[src/core/mft_timer_cfg.svh]
// register offsets, reset values and field constants of the multifunction timer
`ifndef MFT_TIMER_CFG_SVH
`define MFT_TIMER_CFG_SVH

// byte register offsets in the special-purpose register space
`define MFT_ADDR_W 3
`define MFT_OFS_CNT_LO 3'h0
`define MFT_OFS_CNT_HI 3'h1
`define MFT_OFS_CAP1_LO 3'h2
`define MFT_OFS_CAP1_HI 3'h3
`define MFT_OFS_CMP1_LO 3'h4
`define MFT_OFS_CMP1_HI 3'h5
`define MFT_OFS_PER_LO 3'h6
`define MFT_OFS_PER_HI 3'h7

// widths and reset values
`define MFT_CNT_W 16
`define MFT_BYTE_RST 8'h00
`define MFT_WORD_RST 16'h0000
`define MFT_WORD_ONE 16'h0001
`define MFT_WORD_MAX 16'hFFFF
`define MFT_RST_SYNC_RST 2'h0

`endif

[src/core/mft_pkg.sv]
// types shared by the multifunction timer
package mft_pkg;
  typedef logic [7:0] mft_byte_t;
  typedef logic [15:0] mft_word_t;
  // capture edge select; both upper codes mean any edge
  typedef enum logic [1:0] {
    MFT_EDGE_FALL = 2'h0,
    MFT_EDGE_RISE = 2'h1,
    MFT_EDGE_ANY = 2'h2,
    MFT_EDGE_ANY2 = 2'h3
  } mft_edge_t;
endpackage

[src/core/mft_timer.sv]
// one 16-bit multifunction timer channel: pwm, timer and capture/compare
`timescale 1ns/1ps
`include "mft_timer_cfg.svh"

// limitations: no prescaler and no external clock, so the counter steps on
// every clk while counterEnable is high; configuration arrives as plain levels
// and the sticky interrupt flags live outside, fed by the event pulses below.
// compare values above the period in pwm mode give no defined waveform.
module mft_timer #(
  parameter int CNT_W = `MFT_CNT_W
) (
  input wire logic clk,
  input wire logic resetn,
  // special-purpose register port, one byte per access
  input wire logic [`MFT_ADDR_W-1:0] regAddr,
  input wire logic regWrite,
  input wire logic regRead,
  input wire mft_pkg::mft_byte_t regWdata,
  output mft_pkg::mft_byte_t regRdata,
  // configuration levels held outside this block
  input wire logic captureMode,
  input wire logic counterEnable,
  input wire logic outputPinEnable,
  input wire logic firstCaptureEnable,
  input wire logic secondCaptureEnable,
  input wire logic resetOnFirstCapture,
  input wire logic captureInputTie,
  input wire mft_pkg::mft_edge_t firstCaptureEdgeSelect,
  input wire mft_pkg::mft_edge_t secondCaptureEdgeSelect,
  // one-cycle command strobes
  input wire logic forceOutputHigh,
  input wire logic forceOutputLow,
  input wire logic timerClearBit,
  // capture pins
  input wire logic firstCaptureInput,
  input wire logic secondCaptureInput,
  // timer output pin and its driver enable
  output logic timerOutputPin,
  output logic timerOutputEnable,
  // one-cycle event pulses toward the flag register
  output logic overflowFlag,
  output logic firstCompareEvent,
  output logic secondCompareEvent,
  output logic firstCaptureEvent,
  output logic secondCaptureEvent
);
  import mft_pkg::*;

  // the byte-split register map only serves a 16-bit counter
  if (CNT_W != 16) begin : g_width_check
    $error("mft_timer supports CNT_W = 16 only");
  end

  // edge detector shared by both capture inputs
  function automatic logic edgeHit(
    input logic prev,
    input logic cur,
    input mft_edge_t sel
  );
    logic rise;
    logic fall;
    rise = !prev && cur;
    fall = prev && !cur;
    case (sel)
      MFT_EDGE_FALL: edgeHit = fall;
      MFT_EDGE_RISE: edgeHit = rise;
      default: edgeHit = rise || fall;
    endcase
  endfunction

  logic [1:0] rstSync;
  logic rstn;

  // reset released through two flops
  always_ff @(posedge clk or negedge resetn) begin
    if (!resetn) begin
      rstSync <= `MFT_RST_SYNC_RST;
    end else begin
      rstSync <= {rstSync[0], 1'b1};
    end
  end
  assign rstn = rstSync[1];

  // counter and live compare values
  mft_word_t counter;
  mft_word_t cmp1Int;
  mft_word_t cmp2Int;

  // pwm copies, swapped in only at cycle end
  mft_word_t act1;
  mft_word_t act2;

  // capture results as the register reads see them
  mft_word_t cap1;
  mft_word_t cap2;

  // bytes as written, read back whether committed or not
  mft_byte_t cmp1Lo;
  mft_byte_t cmp1Hi;
  mft_byte_t cmp2Lo;
  mft_byte_t cmp2Hi;

  // high halves frozen by the matching low-byte read
  mft_byte_t cntHiLatch;
  mft_byte_t cap1HiLatch;
  mft_byte_t cap2HiLatch;

  // output level ahead of the pin flop
  logic outLevel;

  // per-channel capture view: index 0 first input, index 1 second
  logic capPin [2];
  logic capEnable [2];
  logic capPrev [2];
  logic capHit [2];
  mft_edge_t capSel [2];
  mft_word_t capValue [2];

  // decoded events of the current cycle
  logic commit1;
  logic commit2;
  logic cap1Hit;
  logic cap2Hit;
  logic pwmWrap;
  logic pwmFall;
  logic ccMatch;
  logic counterReset;
  logic wrapOver;

  // next-state values
  mft_word_t next_cmp1Int;
  mft_word_t next_cmp2Int;
  mft_word_t next_counter;

  // compare commits happen on the high-byte write only
  always_comb begin
    commit1 = regWrite && (regAddr == `MFT_OFS_CMP1_HI);
    commit2 = regWrite && (regAddr == `MFT_OFS_PER_HI) && !captureMode;
    next_cmp1Int = commit1 ? {regWdata, cmp1Lo} : cmp1Int;
    next_cmp2Int = commit2 ? {regWdata, cmp2Lo} : cmp2Int;
  end

  // capture sources per channel; inputs are already synchronous to clk
  // the tie bit steers the first pin into channel two, freeing that pin
  always_comb begin
    capPin[0] = firstCaptureInput;
    capPin[1] = captureInputTie ? firstCaptureInput : secondCaptureInput;
    capEnable[0] = firstCaptureEnable;
    capEnable[1] = captureMode && secondCaptureEnable;
    capSel[0] = firstCaptureEdgeSelect;
    capSel[1] = secondCaptureEdgeSelect;
  end

  // compare decisions; pwm uses the applied copies, capture mode the live value
  always_comb begin
    pwmWrap = !captureMode && counterEnable && (counter == (act2 - `MFT_WORD_ONE));
    pwmFall = !captureMode && counterEnable && (counter == (act1 - `MFT_WORD_ONE))
      && (act1 != `MFT_WORD_RST) && (act1 != act2);
    ccMatch = captureMode && counterEnable && (counter == (cmp1Int - `MFT_WORD_ONE));
    counterReset = timerClearBit || (cap1Hit && resetOnFirstCapture);
    wrapOver = counterEnable && !counterReset && (counter == `MFT_WORD_MAX);
  end

  // next counter value, clear bit first, then capture reset, then period end
  always_comb begin
    if (counterReset) begin
      next_counter = `MFT_WORD_RST;
    end else if (pwmWrap) begin
      next_counter = `MFT_WORD_RST;
    end else if (counterEnable) begin
      next_counter = counter + `MFT_WORD_ONE;
    end else begin
      next_counter = counter;
    end
  end

  // the counter itself; software can never load it
  always_ff @(posedge clk or negedge rstn) begin
    if (!rstn) begin
      counter <= `MFT_WORD_RST;
    end else begin
      counter <= next_counter;
    end
  end

  // written compare bytes, read back as written
  always_ff @(posedge clk or negedge rstn) begin
    if (!rstn) begin
      cmp1Lo <= `MFT_BYTE_RST;
      cmp1Hi <= `MFT_BYTE_RST;
      cmp2Lo <= `MFT_BYTE_RST;
      cmp2Hi <= `MFT_BYTE_RST;
    end else if (regWrite) begin
      case (regAddr)
        `MFT_OFS_CMP1_LO: cmp1Lo <= regWdata;
        `MFT_OFS_CMP1_HI: cmp1Hi <= regWdata;
        // the period pair is read-only while it holds second capture
        `MFT_OFS_PER_LO: if (!captureMode) cmp2Lo <= regWdata;
        `MFT_OFS_PER_HI: if (!captureMode) cmp2Hi <= regWdata;
        default: ;
      endcase
    end
  end

  // internal compare values loaded by the high-byte write
  always_ff @(posedge clk or negedge rstn) begin
    if (!rstn) begin
      cmp1Int <= `MFT_WORD_RST;
      cmp2Int <= `MFT_WORD_RST;
    end else begin
      cmp1Int <= next_cmp1Int;
      cmp2Int <= next_cmp2Int;
    end
  end

  // applied pwm values change only when a cycle ends, so no runt pulses
  always_ff @(posedge clk or negedge rstn) begin
    if (!rstn) begin
      act1 <= `MFT_WORD_RST;
      act2 <= `MFT_WORD_RST;
    end else if (captureMode || pwmWrap || counterReset) begin
      act1 <= next_cmp1Int;
      act2 <= next_cmp2Int;
    end
  end

  // output level; wrap beats the fall point so equal compares stay high
  always_ff @(posedge clk or negedge rstn) begin
    if (!rstn) begin
      outLevel <= 1'b0;
    end else if (captureMode) begin
      if (forceOutputHigh && outputPinEnable) begin
        outLevel <= 1'b1;
      end else if (forceOutputLow && outputPinEnable) begin
        outLevel <= 1'b0;
      end else if (ccMatch) begin
        outLevel <= !outLevel;
      end
    end else if (pwmWrap) begin
      outLevel <= (next_cmp1Int != `MFT_WORD_RST);
    end else if (pwmFall) begin
      outLevel <= 1'b0;
    end
  end

  // pin drive; timer mode is simply pwm with the driver off
  always_ff @(posedge clk or negedge rstn) begin
    if (!rstn) begin
      timerOutputPin <= 1'b0;
      timerOutputEnable <= 1'b0;
    end else begin
      timerOutputPin <= outLevel && outputPinEnable;
      timerOutputEnable <= outputPinEnable;
    end
  end

  // both capture channels share one edge detector and one register shape
  for (genvar ch = 0; ch < 2; ch++) begin : g_capture
    // trigger when the chosen edge shows between two samples
    assign capHit[ch] = capEnable[ch]
      && edgeHit(capPrev[ch], capPin[ch], capSel[ch]);

    // history starts low, so a pin idling high gives one rising edge after reset
    always_ff @(posedge clk or negedge rstn) begin
      if (!rstn) begin
        capPrev[ch] <= 1'b0;
        capValue[ch] <= `MFT_WORD_RST;
      end else begin
        capPrev[ch] <= capPin[ch];
        // the count before any capture reset is the one kept
        if (capHit[ch]) begin
          capValue[ch] <= counter;
        end
      end
    end
  end

  // named views of the two channels for the rest of the block
  assign cap1Hit = capHit[0];
  assign cap2Hit = capHit[1];
  assign cap1 = capValue[0];
  assign cap2 = capValue[1];

  // event pulses, one cycle each
  always_ff @(posedge clk or negedge rstn) begin
    if (!rstn) begin
      overflowFlag <= 1'b0;
      firstCompareEvent <= 1'b0;
      secondCompareEvent <= 1'b0;
      firstCaptureEvent <= 1'b0;
      secondCaptureEvent <= 1'b0;
    end else begin
      overflowFlag <= wrapOver;
      // pwm: reset to zero marks output set, also in both special cases
      firstCompareEvent <= captureMode ? ccMatch : pwmWrap;
      secondCompareEvent <= pwmFall;
      firstCaptureEvent <= cap1Hit;
      secondCaptureEvent <= cap2Hit;
    end
  end

  // high-byte latches loaded by low-byte reads
  always_ff @(posedge clk or negedge rstn) begin
    if (!rstn) begin
      cntHiLatch <= `MFT_BYTE_RST;
      cap1HiLatch <= `MFT_BYTE_RST;
      cap2HiLatch <= `MFT_BYTE_RST;
    end else if (regRead) begin
      case (regAddr)
        `MFT_OFS_CNT_LO: cntHiLatch <= counter[15:8];
        `MFT_OFS_CAP1_LO: cap1HiLatch <= cap1[15:8];
        `MFT_OFS_PER_LO: if (captureMode) cap2HiLatch <= cap2[15:8];
        default: ;
      endcase
    end
  end

  // read data, registered, valid the cycle after the read strobe
  always_ff @(posedge clk or negedge rstn) begin
    if (!rstn) begin
      regRdata <= `MFT_BYTE_RST;
    end else if (regRead) begin
      case (regAddr)
        `MFT_OFS_CNT_LO: regRdata <= counter[7:0];
        `MFT_OFS_CNT_HI: regRdata <= cntHiLatch;
        `MFT_OFS_CAP1_LO: regRdata <= cap1[7:0];
        `MFT_OFS_CAP1_HI: regRdata <= cap1HiLatch;
        `MFT_OFS_CMP1_LO: regRdata <= cmp1Lo;
        `MFT_OFS_CMP1_HI: regRdata <= cmp1Hi;
        `MFT_OFS_PER_LO: regRdata <= captureMode ? cap2[7:0] : cmp2Lo;
        `MFT_OFS_PER_HI: regRdata <= captureMode ? cap2HiLatch : cmp2Hi;
        default: regRdata <= `MFT_BYTE_RST;
      endcase
    end
  end

endmodule

[config.mk]
export PLATFORM = sky130hd
export DESIGN_NAME = mft_timer
export DESIGN_NICKNAME = d
export VERILOG_FILES = /design/src/core/mft_pkg.sv /design/src/core/mft_timer.sv
export VERILOG_INCLUDE_DIRS = /design/src /design/src/core
export SDC_FILE = /design/constraint.sdc
export NUM_CORES = 1
export LEC_CHECK = 0
export BUFFER_PORTS_ARGS = -buffer_cell sky130_fd_sc_hd__buf_2
export CAP_MARGIN = 0
export CELL_PAD_IN_SITES_DETAIL_PLACEMENT = 0
export CELL_PAD_IN_SITES_GLOBAL_PLACEMENT = 1
export CORE_UTILIZATION = 45
export CTS_BUF_LIST = sky130_fd_sc_hd__clkbuf_16
export DETAILED_ROUTE_END_ITERATION = 6
export PLACE_DENSITY = 0.72
export RECOVER_POWER = 100
export SETUP_SLACK_MARGIN = 0.1
export SYNTH_ARGS = -nofsm -noshare
export SYNTH_HDL_FRONTEND = slang
export SYNTH_SLANG_ARGS = --single-unit
[constraint.sdc]
create_clock -name clk -period 17.5 [get_ports clk]
set_input_delay 5.25 -clock clk [delete_from_list [all_inputs] [get_ports clk]]
set_output_delay 5.25 -clock clk [all_outputs]
set_load 0.01 [all_outputs]
==> results.txt <==
Dpl cells -> 1,302
Number of global-route vias before repair -> 7,036
Die area -> 22,800 um^2
Hold depth -> 0
Initial Utilization -> 45.8%
Worst Path Required -> 17.85 ns
Drt drc -> 0
Flops & latches, synth -> 188
Clk slew on worst S/H paths -> 0.08 ns
Clock buffer depth -> 2
Die width -> 151 um
Hpwl dp -> 19,400 um
FF-to-FF Start -> rstSync[1]$_DFF_PN0_
Dominant cells by area after synthesis -> dfrtp_1 47%, nand2_1 8.9%, mux2_2 5.2%
Register area share after synthesis -> 47.0%
Final WL -> 27,600 um
Layout area overhead -> 7.54%
Critical Path, Cell by Cell -> clkbuf_1 -> inv_1 -> ha_1 -> mux2_2 -> o211ai_1 -> inv_1 -> a21oi_1 -> nand2_1 -> a21oi_1 -> o21ai_0 -> a31oi_1
Mapped Area -> 10,000 um^2
Post-synth top area cell -> dfrtp_1
Failing checks -> capacitance limit, slew limit
Total CTS buffers -> 17
R2R depth -> 2
First-pass DRT Iterations -> 5
Initial antenna violation count -> 0
Max Cap Violations -> 7
CTS resizes -> 0
FF-to-FF End -> act1[13]$_DFFE_PN0P_
Clock Skew -> 0.0120 ns
Yosys cell types -> 71
Critical path class -> in2reg
Core area -> 21,800 um^2
Slew margin rel. -> -175%
HP Class -> reg2reg
Outcome -> finished, violations left
Final setup fails -> 0
Static Leak -> 5.05 nW
CTS tree -> built
# diodes -> 0
Crit-path max FO -> 28
Worst R2R Setup Slack -> 9.43 ns
Largest net degree at the start of global routing -> 77
Cts hold-fix bufs -> 0
Ys Warns -> 0
Final cell count without fillers -> 1,334
CP max-delay cell -> a21oi_1
Layout Utilization -> 49.3%
Synth Area per Inst -> 9.66 um^2
WHS -> 0.360 ns
Cell count after synthesis -> 1,036
Share of cells above drive strength 1 -> 12.2%
H-tree levels -> 4
Unrepaired setup endpoints after global routing -> no
EDFF count, synth -> 0
GRT Util Overall -> 25.4%
Clk sinks -> 188
Hold Crit Start -> rstSync[0]$_DFF_PN0_
First-pass GRT wire length -> 42,200 um
Synth Net Count -> 1,075
Largest stage delay on the critical path -> 1.41 ns
Row cnt -> 54
Fmax -> 99.6 MHz
Post CTS Setup Buffer Count -> 0
Arrival time at the worst endpoint -> 10.39 ns
Worst VDD drop -> 63.9 uV
Root buffer cell -> clkbuf_16
Fin crit share -> 57.4%
Routed wire per std cell -> 20.7 um
Synth Flop Type -> dfrtp_1
Vias -> 7,391
Port bufs -> 45
Initial drt markers -> 414
Tightest Pin Transition -> 4.12 ns
Hold Vio Cnt, Final -> 0
Final nets -> 1,080
# IOs -> 46
Max Slew Vio Count -> 314
Placer Congestion -> 0.812
Setup tns final -> 0 ns
PD cells -> 112 nW/um^2
Crit path time final -> 10.04 ns
Total gr overflow -> 0
Type of origin of the critical path -> primary input
Async SR Flop Fraction -> 100%
Die Y -> 151 um
DRT antenna net count -> 0
Post-synth top area share -> 47.0%
Hold path endpoint -> rstSync[1]$_DFF_PN0_
CP Capture Type -> flip-flop
Worst-skew pair later-pin latency -> 0.43 ns
Routed vias/inst -> 5.54
==> cells by family (layout without fill, tap and decap cells) <==
logic type | after synthesis | after routing | synth area share [%]
compound gates | 146 | 146 | 9.15
xor+xnor | 74 | 74 | 6.48
fa+ha+maj | 8 | 8 | 1.00
buf+inv | 98 | 116 | 4.19
flops | 188 | 188 | 47.0
mux | 97 | 97 | 12.0
other cells | 1 | 1 | 0.0375
simple gates | 424 | 424 | 20.1
==> cell usage after synthesis, types with 10 or more instances <==
cell	instances
xor2_1	38
o21ai_0	32
nor2_1	45
mux2i_1	22
nand3_1	18
inv_1	33
dfrtp_1	188
nand2b_1	11
nand4_1	10
mux2_2	46
mux2_4	25
xnor2_1	36
and3_1	13
nand2_1	236
clkbuf_1	51
a31oi_1	15
nor3_1	19
nor4_1	12
a21oi_1	50
==> worst max-delay path by stage <==
stage | start | to | slack, ns | cells past startpoint
after floorplan | firstCaptureInput | counter[12]$_DFFE_PN0P_ | 9.76 | 12
after global placement | firstCaptureInput | counter[9]$_DFFE_PN0P_ | 8.38 | 11
after detailed placement | firstCaptureInput | counter[12]$_DFFE_PN0P_ | 8.31 | 11
after CTS | firstCaptureInput | counter[12]$_DFFE_PN0P_ | 8.73 | 11
after global routing | firstCaptureInput | counter[5]$_DFFE_PN0P_ | 6.98 | 11
final | firstCaptureInput | counter[5]$_DFFE_PN0P_ | 7.46 | 11
==> cell usage in the layout (no fill, tap or decap), drive strengths merged, types with 7 or more instances in the layout <==
cell type,n
nand2,237
dfrtp,188
mux2,71
a21oi,51
nor2,45
clkbuf,42
inv,40
xor2,38
xnor2,36
o21ai,32
buf,26
mux2i,22
nor3,20
nand3,18
a31oi,15
nor4,14
and3,13
nand2b,11
nand4,10
or4,8
ha,8
nor2b,7
a211oi,7
clkinv,7
==> cell type report <==
class | count | area (um^2)
fill | 2107 | 11100
multi-input combinational | 750 | 4780
sequential | 188 | 4700
clock buffer | 17 | 425
tap | 280 | 350
timing repair buffer | 51 | 224
clock inverter | 15 | 151
inverter | 33 | 124
==> through the flow <==
stage | power (mW) | setup WS (ns) | area, um^2
2_1_floorplan | 0.767 | 9.76 | 10000
3_3_place_gp | 0.837 | 8.38 | 10300
3_5_place_dp | 0.841 | 8.31 | 10300
4_1_cts | 1.23 | 8.73 | 10900
5_1_grt | 1.27 | 6.98 | 10800
6_report | 1.20 | 7.46 | 10800
==> metal layers <==
layer | global-route usage (%) | routed length (um) | vias to the layer above | share of wire (%)
met5 | 0 | 0 | - | 0
met4 | 7.90 | 588 | 0 | 2.1
met3 | 3.34 | 787 | 34 | 2.8
met2 | 42.8 | 13600 | 146 | 49
met1 | 34.0 | 12600 | 3631 | 46
li1 | - | - | 3580 | -
==> where the power goes <==
group / internal (mW) / switching (mW)
clock: 0.190 / 0.191
sequential: 0.491 / 0.0783
combinational: 0.112 / 0.139
total: 0.793 / 0.408
==> worst max-delay path: cells and delay by family <==
kind,cells,cell delay [ns]
and+or+nand+nor,1,0.19
muxes,1,0.25
AOI/OAI and AO/OA,5,3.65
adders and majority gates,1,0.19
buffers and inverters,3,0.83
==> registers in the layout (all words and copies together) (netlist names), 2 cells and up <==
signal       count
cap1HiLatch      8
cmp1Hi           8
cmp1Int         16
cmp2Hi           8
cap1            16
cmp2Int         16
regRdata         8
act1            16
cap2            16
cap2HiLatch      8
act2            16
counter         16
cntHiLatch       8
cmp1Lo           8
cmp2Lo           8
capPrev          2
rstSync          2
(Power assumes the default switching activity.)
